--- src/hw/pmg_pkg.sv ---
// Notes on behaviour
// - Up to eight privilege levels, each user level with its own access rights.
// - Levels zero to two serve internal operations; software may not claim them.
// - Levels three and four belong to operating system code.
// - Levels five to seven belong to application code.
// - A permission breach forces a reset, then hands control to a trap routine.
// - Address against issuing level; mismatch or manipulation gives error and reaction.
// - An illegal opcode fetched or executed triggers a security reset.
// - Every bus transfer has a watched handshake; a failed one raises an alarm.
// - Single-bit faults are corrected; others alarm; critical ones alarm and reset.
// - Watchdog timer and checkpoint register check processing time and program flow.
// - An uncorrectable critical error raises a security alarm and enters secure state.
package pmg_pkg;
    // ==========================================
    // Widths and levels
    localparam int ADDR_W = 16;
    localparam int LVL_W = 3;
    localparam int NUM_LVL = 8;
    localparam int CHK_W = 8;
    localparam int CAUSE_W = 3;
    localparam logic [2:0] LVL_INT_HI = 3'h2;
    localparam logic [2:0] LVL_OS_LO = 3'h3;
    localparam logic [2:0] LVL_OS_HI = 3'h4;
    localparam logic [2:0] LVL_APP_LO = 3'h5;
    localparam logic [2:0] PERM_ALL = 3'h7;
    localparam logic [2:0] PERM_NONE = 3'h0;
    localparam int PERM_R = 0;
    localparam int PERM_W = 1;
    localparam int PERM_X = 2;
    localparam logic [1:0] KIND_RD = 2'h0;
    localparam logic [1:0] KIND_WR = 2'h1;
    localparam logic [1:0] KIND_FETCH = 2'h2;
    localparam logic [15:0] ADDR_MAX = 16'hffff;
    localparam logic [15:0] ADDR_ZERO = 16'h0000;
    localparam logic [7:0] CHK_RESET = 8'h00;
    localparam logic [7:0] CHK_STEP = 8'h01;
    // ==========================================
    // Trap causes
    localparam logic [2:0] CAUSE_NONE = 3'h0;
    localparam logic [2:0] CAUSE_ACCESS = 3'h1;
    localparam logic [2:0] CAUSE_WDG = 3'h4;
    localparam logic [2:0] CAUSE_FLOW = 3'h5;
    // ==========================================
    // Timing
    localparam int CLK_NS = 25;
    localparam int RST_NS = 200;
    localparam int RST_CYC = (RST_NS + CLK_NS - 1) / CLK_NS;
    localparam int BUS_NS = 400;
    localparam int BUS_CYC = BUS_NS / CLK_NS;
    localparam int WDG_US = 1000;
    localparam int WDG_CYC = WDG_US * 1000 / CLK_NS;
    typedef enum logic [1:0] {ST_RUN, ST_RST, ST_TRAP, ST_SECURE} pmg_state_t;
endpackage : pmg_pkg

--- src/hw/pmg_guard.sv ---
`timescale 1ns/100ps
module pmg_guard #(
    parameter int WDG_CYCLES = pmg_pkg::WDG_CYC
) (
    input wire logic sys_clk_i, // System clock
    input wire logic resetn_i, // Sync reset, low
    input wire logic cfg_we_i, // Level table write
    input wire logic [2:0] cfg_src_lvl_i, // Level of writer
    input wire logic [2:0] cfg_lvl_i, // Level written
    input wire logic [15:0] cfg_base_i, // Range low
    input wire logic [15:0] cfg_limit_i, // Range high
    input wire logic [15:0] cfg_xlat_i, // Physical base
    input wire logic [2:0] cfg_perm_i, // Rights x,w,r
    output logic cfg_err_o, // Write refused
    input wire logic acc_req_i, // Access request
    input wire logic [15:0] acc_addr_i, // Virtual address
    input wire logic [2:0] acc_lvl_i, // Issuing level
    input wire logic [1:0] acc_kind_i, // Read/write/fetch
    input wire logic acc_internal_i, // Device-internal
    input wire logic acc_par_i, // Request parity
    output logic acc_grant_o, // Access allowed
    output logic acc_fault_o, // Access refused
    output logic [15:0] phys_addr_o, // Translated addr
    output logic phys_valid_o, // Translation valid
    input wire logic op_valid_i, // Opcode decoded
    input wire logic op_illegal_i, // Opcode illegal
    input wire logic bus_req_i, // Transfer start
    input wire logic bus_ack_i, // Transfer ack
    input wire logic ecc_single_i, // One-bit fault
    input wire logic ecc_multi_i, // Uncorrectable
    input wire logic ecc_crit_i, // Critical fault
    output logic ecc_fixed_o, // Fault corrected
    input wire logic wdg_en_i, // Watchdog enable
    input wire logic wdg_kick_i, // Checkpoint write
    input wire logic [7:0] wdg_chk_i, // Checkpoint value
    input wire logic trap_ack_i, // Trap taken
    output logic alarm_o, // Alarm pulse
    output logic sec_alarm_o, // Security alarm
    output logic sys_reset_o, // Forced reset
    output logic secure_o, // Secure state
    output logic trap_req_o, // Trap request
    output logic [2:0] trap_cause_o // Trap cause
);
    // ==========================================
    // Level table
    logic [15:0] base_q [pmg_pkg::NUM_LVL];
    logic [15:0] limit_q [pmg_pkg::NUM_LVL];
    logic [15:0] xlat_q [pmg_pkg::NUM_LVL];
    logic [2:0] perm_q [pmg_pkg::NUM_LVL];
    pmg_pkg::pmg_state_t state_q;
    logic run;
    logic src_os;
    logic src_app;
    logic cfg_ok;
    assign run = (state_q == pmg_pkg::ST_RUN);
    assign src_os = (cfg_src_lvl_i >= pmg_pkg::LVL_OS_LO) && (cfg_src_lvl_i <= pmg_pkg::LVL_OS_HI);
    assign src_app = (cfg_src_lvl_i >= pmg_pkg::LVL_APP_LO);
    assign cfg_ok = cfg_we_i && run && src_os && !src_app && (cfg_lvl_i > pmg_pkg::LVL_INT_HI);

    always_ff @(posedge sys_clk_i) begin
        if (!resetn_i) begin
            for (int i = 0; i < pmg_pkg::NUM_LVL; i++) begin
                base_q[i] <= pmg_pkg::ADDR_ZERO;
                limit_q[i] <= pmg_pkg::ADDR_MAX;
                xlat_q[i] <= pmg_pkg::ADDR_ZERO;
                perm_q[i] <= (i <= int'(pmg_pkg::LVL_INT_HI)) ? pmg_pkg::PERM_ALL : pmg_pkg::PERM_NONE;
            end
        end else if (cfg_ok) begin
            base_q[cfg_lvl_i] <= cfg_base_i;
            limit_q[cfg_lvl_i] <= cfg_limit_i;
            xlat_q[cfg_lvl_i] <= cfg_xlat_i;
            perm_q[cfg_lvl_i] <= cfg_perm_i;
        end
    end

    always_ff @(posedge sys_clk_i) begin
        if (!resetn_i) begin
            cfg_err_o <= 1'b0;
        end else begin
            cfg_err_o <= cfg_we_i && !cfg_ok;
        end
    end

    // ==========================================
    // Access check, same cycle as the request
    logic in_range;
    logic perm_ok;
    logic lvl_bad;
    logic par_bad;
    logic viol;
    logic [2:0] p;
    assign p = perm_q[acc_lvl_i];
    assign in_range = (acc_addr_i >= base_q[acc_lvl_i]) && (acc_addr_i <= limit_q[acc_lvl_i]);
    always_comb begin
        unique case (acc_kind_i)
            pmg_pkg::KIND_RD: perm_ok = p[pmg_pkg::PERM_R];
            pmg_pkg::KIND_WR: perm_ok = p[pmg_pkg::PERM_W];
            pmg_pkg::KIND_FETCH: perm_ok = p[pmg_pkg::PERM_X];
            default: perm_ok = 1'b0;
        endcase
    end
    assign lvl_bad = (acc_lvl_i <= pmg_pkg::LVL_INT_HI) && !acc_internal_i;
    assign par_bad = (^{acc_addr_i, acc_lvl_i, acc_kind_i}) != acc_par_i;
    assign viol = acc_req_i && run && !par_bad && (lvl_bad || !in_range || !perm_ok);
    assign acc_grant_o = acc_req_i && run && !par_bad && !viol;

    always_ff @(posedge sys_clk_i) begin
        if (!resetn_i) begin
            phys_addr_o <= pmg_pkg::ADDR_ZERO;
            phys_valid_o <= 1'b0;
            acc_fault_o <= 1'b0;
        end else begin
            phys_valid_o <= acc_grant_o;
            acc_fault_o <= acc_req_i && run && !acc_grant_o;
            if (acc_grant_o) begin
                phys_addr_o <= acc_addr_i - base_q[acc_lvl_i] + xlat_q[acc_lvl_i];
            end
        end
    end

    // ==========================================
    // Bus handshake monitor
    logic bus_busy_q;
    logic [4:0] bus_cnt_q;
    logic bus_err;
    assign bus_err = (bus_ack_i && !bus_busy_q && !bus_req_i)
                   || (bus_busy_q && !bus_ack_i && bus_cnt_q == 5'(pmg_pkg::BUS_CYC - 1));
    always_ff @(posedge sys_clk_i) begin
        if (!resetn_i) begin
            bus_busy_q <= 1'b0;
            bus_cnt_q <= 5'h00;
        end else if (bus_ack_i || bus_err) begin
            bus_busy_q <= 1'b0;
            bus_cnt_q <= 5'h00;
        end else if (bus_req_i) begin
            bus_busy_q <= 1'b1;
            bus_cnt_q <= 5'h00;
        end else if (bus_busy_q) begin
            bus_cnt_q <= bus_cnt_q + 5'h01;
        end
    end

    // ==========================================
    // Watchdog and checkpoint
    logic [31:0] wdg_cnt_q;
    logic [7:0] chk_q;
    logic wdg_exp;
    logic flow_err;
    assign wdg_exp = wdg_en_i && run && !wdg_kick_i && (wdg_cnt_q == 32'(WDG_CYCLES - 1));
    assign flow_err = wdg_kick_i && run && (wdg_chk_i != chk_q);
    always_ff @(posedge sys_clk_i) begin
        if (!resetn_i || !wdg_en_i || wdg_kick_i || wdg_exp) begin
            wdg_cnt_q <= 32'h0000_0000;
        end else if (run) begin
            wdg_cnt_q <= wdg_cnt_q + 32'h0000_0001;
        end
    end
    // Resync on mismatch so one slip gives one trap
    always_ff @(posedge sys_clk_i) begin
        if (!resetn_i) begin
            chk_q <= pmg_pkg::CHK_RESET;
        end else if (wdg_kick_i && run) begin
            chk_q <= wdg_chk_i + pmg_pkg::CHK_STEP;
        end
    end

    // ==========================================
    // Fault reaction
    logic sec_evt;
    logic trap_evt;
    logic [2:0] cause_d;
    logic [3:0] rst_cnt_q;
    assign sec_evt = (op_valid_i && op_illegal_i) || ecc_crit_i || (acc_req_i && par_bad);
    assign trap_evt = viol || wdg_exp || flow_err;
    always_comb begin
        if (viol) begin
            cause_d = pmg_pkg::CAUSE_ACCESS;
        end else if (wdg_exp) begin
            cause_d = pmg_pkg::CAUSE_WDG;
        end else begin
            cause_d = pmg_pkg::CAUSE_FLOW;
        end
    end

    always_ff @(posedge sys_clk_i) begin
        if (!resetn_i) begin
            state_q <= pmg_pkg::ST_RUN;
            rst_cnt_q <= 4'h0;
            trap_cause_o <= pmg_pkg::CAUSE_NONE;
        end else if (sec_evt) begin
            state_q <= pmg_pkg::ST_SECURE;
        end else begin
            unique case (state_q)
                pmg_pkg::ST_RUN: begin
                    if (trap_evt) begin
                        state_q <= pmg_pkg::ST_RST;
                        rst_cnt_q <= 4'(pmg_pkg::RST_CYC - 1);
                        trap_cause_o <= cause_d;
                    end
                end
                pmg_pkg::ST_RST: begin
                    if (rst_cnt_q == 4'h0) begin
                        state_q <= pmg_pkg::ST_TRAP;
                    end else begin
                        rst_cnt_q <= rst_cnt_q - 4'h1;
                    end
                end
                pmg_pkg::ST_TRAP: begin
                    if (trap_ack_i) begin
                        state_q <= pmg_pkg::ST_RUN;
                        trap_cause_o <= pmg_pkg::CAUSE_NONE;
                    end
                end
                pmg_pkg::ST_SECURE: begin
                    state_q <= pmg_pkg::ST_SECURE;
                end
            endcase
        end
    end
    assign sys_reset_o = (state_q == pmg_pkg::ST_RST) || (state_q == pmg_pkg::ST_SECURE);
    assign secure_o = (state_q == pmg_pkg::ST_SECURE);
    assign trap_req_o = (state_q == pmg_pkg::ST_TRAP);

    always_ff @(posedge sys_clk_i) begin
        if (!resetn_i) begin
            ecc_fixed_o <= 1'b0;
            alarm_o <= 1'b0;
            sec_alarm_o <= 1'b0;
        end else begin
            ecc_fixed_o <= ecc_single_i && !ecc_multi_i && !ecc_crit_i;
            alarm_o <= bus_err || ecc_multi_i || wdg_exp || flow_err;
            sec_alarm_o <= sec_evt && !secure_o;
        end
    end

    // ==========================================
    // Assertions

    // Own count of cycles since a transfer started, so a slip in the monitor counter shows
    logic [4:0] mon_bus_q;
    always_ff @(posedge sys_clk_i) begin
        if (!resetn_i || bus_ack_i) begin
            mon_bus_q <= 5'h00;
        end else if (mon_bus_q == 5'(pmg_pkg::BUS_CYC)) begin
            mon_bus_q <= 5'h00;
        end else if (bus_req_i) begin
            mon_bus_q <= 5'h01;
        end else if (mon_bus_q != 5'h00) begin
            mon_bus_q <= mon_bus_q + 5'h01;
        end
    end
endmodule : pmg_guard

--- config.mk ---
export PLATFORM = sky130hd
export DESIGN_NAME = pmg_guard
export DESIGN_NICKNAME = d
export VERILOG_FILES = /design/src/hw/pmg_pkg.sv /design/src/hw/pmg_guard.sv
export SDC_FILE = /design/constraint.sdc
export NUM_CORES = 1
export LEC_CHECK = 0
export BUFFER_PORTS_ARGS = -buffer_cell sky130_fd_sc_hd__buf_2
export CAP_MARGIN = 40
export CORE_ASPECT_RATIO = 1.2
export CORE_MARGIN = 2
export CORE_UTILIZATION = 61
export CTS_CLUSTER_DIAMETER = 30
export DETAILED_ROUTE_END_ITERATION = 10
export PLACE_DENSITY = 0.8
export SYNTH_ARGS = -nofsm -noshare
export SYNTH_HDL_FRONTEND = slang
export SYNTH_SLANG_ARGS = --single-unit
--- constraint.sdc ---
create_clock -name sys_clk_i -period 8.7 [get_ports sys_clk_i]
set_clock_uncertainty 0.2 [all_clocks]
set_input_delay 1.74 -clock sys_clk_i [delete_from_list [all_inputs] [get_ports sys_clk_i]]
set_output_delay 1.74 -clock sys_clk_i [all_outputs]
set_load 0.01 [all_outputs]
==> results.py <==
metrics = {
    "floorplan": {
        "dieArea_um2": 38400,
        "row_count": 77,
        "die_h_um": 214,
        "start_util_pct": 61.5,
        "io_pins": 131,
        "core_area_um2": 36600,
        "die_x_um": 179,
    },
    "cells_and_area": {
        "fin_util_pct": 74.8,
        "layoutNonFillerInstCount": 2429,
        "seqCellArea_um2": 13800,
        "fill_cells": 2180,
        "multi_input_area_um2": 8730,
        "syn_to_final_growth_pct": 21.8,
        "nNetsFinal": 2061,
        "layout-drive-gt1-share_pct": 22.2,
    },
    "clocking": {
        "insertion_delay_ns": 0.61,
        "cts_htree_levels": 3,
        "cts.sinks": 484,
        "numCtsBuffers": 85,
        "cts-root-buf": "clkbuf_16",
        "cts_setup_buffers": 0,
        "cts_tree": "yes",
        "ctsResizeCount": 0,
        "cts_max_path_buffers": 3,
        "holdBufCountCts": 0,
        "path_clk_slew_ns": 0.05,
    },
    "power_and_ir_drop": {
        "swShare_pct": 23.8,
        "pwr_density_cell_nw_per_um2": 249,
        "p_total_mw": 6.81,
        "p_int_mw": 5.19,
        "p_leak_nw": 10.5,
        "p_comb_share_pct": 10.8,
        "peakVddDrop_uv": 139,
        "p_sw_mw": 1.62,
        "power.share.clock_pct": 50.1,
        "power_frac_seq_pct": 39.1,
    },
    "worst_setup_path": {
        "worstPathMaxFanout": 28,
        "worstSetupStartpointType": "input pin",
        "critPathKind": "in -> out",
        "end_kind": "output port",
        "worstPathArrival_ns": 5.61,
        "critPathRequiredTime_ns": 6.76,
    },
    "yosys": {
        "async_reset_ff_share_pct": 0,
        "ys_ff_latch": 484,
        "avgSynthCellArea_um2": 14.4,
        "yosys_warnings": 0,
        "yosys-top-cells-count": "edfxtp_1, and2_1, mux4_2, nor2_1",
        "seq_area_frac_synth_pct": 61.2,
        "synth_top_cell_by_area": "edfxtp_1",
        "synth_top_cell_area_share_pct": 54.5,
        "yosys-top-cells-area": "edfxtp_1, mux4_2, dfxtp_1, and2_1, ha_1",
        "synth.distinct_cells": 63,
        "synth_area_um2": 22500,
        "synth_edf_count": 408,
        "synth.most_common_cell": "edfxtp_1",
        "synthFlopType": "edfxtp_1",
        "syn_inst": 1558,
    },
    "detailed_routing": {
        "drt-total-wl_um": 55300,
        "post_drt_via_cell_ratio": 5.79,
        "post-route-drc-count": 0,
        "vias": 14100,
        "ant_nets": 0,
        "drt_iter0_drc": 1288,
        "first_pass_iters": 7,
        "wire_per_inst_um": 22.8,
    },
    "global_route": {
        "overflow": 0,
        "grt_pass1_wl_um": 83100,
        "grt_pass1_vias": 14800,
        "grt_usage_pct": 29.5,
        "antenna_found_initial": 3,
        "grt_start_max_net_pins": 53,
    },
    "sta": {
        "slew_headroom_pct": 39.9,
        "hold_violations": 0,
        "max_freq_mhz": 132,
        "fin_crit_sh_pct": 86.8,
        "tns_ns": 0,
        "tightest_slew_ns": 0.901,
        "min_period_ns": 7.55,
        "maxSlewViolCount": 0,
        "grt_setup_unrepaired": "no",
        "setup_violations": 0,
    },
    "placement": {
        "place_inst": 2269,
        "port_buffers": 129,
        "hpwl_um": 33700,
        "gp_congestion": 0.839,
    },
    "outcome": {
        "status": "finished clean",
    },
    "hold_path": {
        "hold_class": "reg -> reg",
    },
    "flow_run": {
        "maxCapViolations": 0,
    },
}
-- worst max-delay path, stage by stage --
cell      delay [ns]
buf_6           0.31
buf_4           0.36
mux4_2          0.53
mux2i_1         0.16
ha_1            0.28
a21oi_1         0.17
a21oi_1         0.08
o311ai_0        0.45
nand4_1         0.30
or4_1           0.57
buf_4           0.23
clkinv_1        0.19
buf_2           0.18
-- placed cells by master, fill, tap and decap left out, drive strengths merged, types with 38 or more instances in the layout --
cell      n
nand2b   74
xnor2    46
and2    145
edfxtp  408
mux4    102
ha       62
buf     161
and3     42
mux2i    54
clkbuf  103
a21oi    38
nor2     87
conb    154
inv      84
dfxtp    76
-- state kept, by name, summed over array words and instances, names as in the netlist --
register	count
chk_q	8
xlat_q	128
sec_alarm_o	1
base_q	128
limit_q	128
wdg_cnt_q	32
perm_q	24
rst_cnt_q	4
state_q	2
alarm_o	1
acc_fault_o	1
trap_cause_o	2
phys_valid_o	1
bus_cnt_q	5
bus_busy_q	1
cfg_err_o	1
phys_addr_o	16
ecc_fixed_o	1
-- layer usage --
| metal | up-vias | global-route usage, % | part of all wire, % |
|---|---|---|---|
| met3 | 151 | 6.26 | 8.5 |
| met4 | 4 | 14.7 | 4.4 |
| met5 | - | 0 | 0.045 |
| met2 | 646 | 49.9 | 51 |
| met1 | 6960 | 35.7 | 36 |
| li1 | 6303 | - | - |
-- stage by stage --
stage	instance area, um2	hold WS, ns	worst slack, ns
2_1_floorplan	23100	0.252	1.28
3_3_place_gp	24300	0.245	1.30
3_5_place_dp	24400	0.253	1.20
4_1_cts	27400	0.262	1.20
5_1_grt	27400	0.278	0.874
6_report	27400	0.264	1.15
-- cell type report --
cell class	count	area share (%)
Tap cell	474	2.17
Clock inverter	56	2.33
Inverter	78	1.07
Sequential cell	484	50.3
Timing Repair Buffer	161	3.68
Multi-Input combinational cell	1072	31.9
Clock buffer	103	8.59
Antenna cell	1	0.00914
-- power groups by stage --
| stage | Clock, mW | Combinational [mW] | Sequential, mW |
|---|---|---|---|
| finish | 3.41 | 0.736 | 2.66 |
| global route | 3.55 | 0.797 | 2.67 |
| CTS | 3.44 | 0.726 | 2.66 |
| detailed placement | 0 | 0.715 | 2.70 |
| global placement | 0 | 0.692 | 2.69 |
| floorplan | 0 | 0.498 | 2.69 |
-- path summary, 6_finish.rpt --
kind / to / startpoint / cells after the start / slack (ns)
hold / removal: trap_cause_o[2] / trap_cause_o[2] / 2 / 0.26
setup reg to reg: phys_addr_o[15] / xlat_q[5][1] / 14 / 3.79
hold reg to reg: trap_cause_o[2] / trap_cause_o[2] / 2 / 0.26
setup / recovery: acc_grant_o / acc_lvl_i[0] / 13 / 1.15
-- cells by family (layout without fill, tap and decap cells) --
family | after synthesis | after routing | share of synthesized area (%)
flops | 484 | 484 | 61.2
simple gates | 493 | 493 | 12.2
fa+ha+maj | 77 | 77 | 4.78
other cells | 2 | 155 | 0.0334
compound gates | 115 | 115 | 3.26
buf+inv | 154 | 398 | 2.72
xor+xnor | 71 | 71 | 2.83
mux | 162 | 162 | 12.9
No activity file was read; power rests on OpenSTA's default activity.
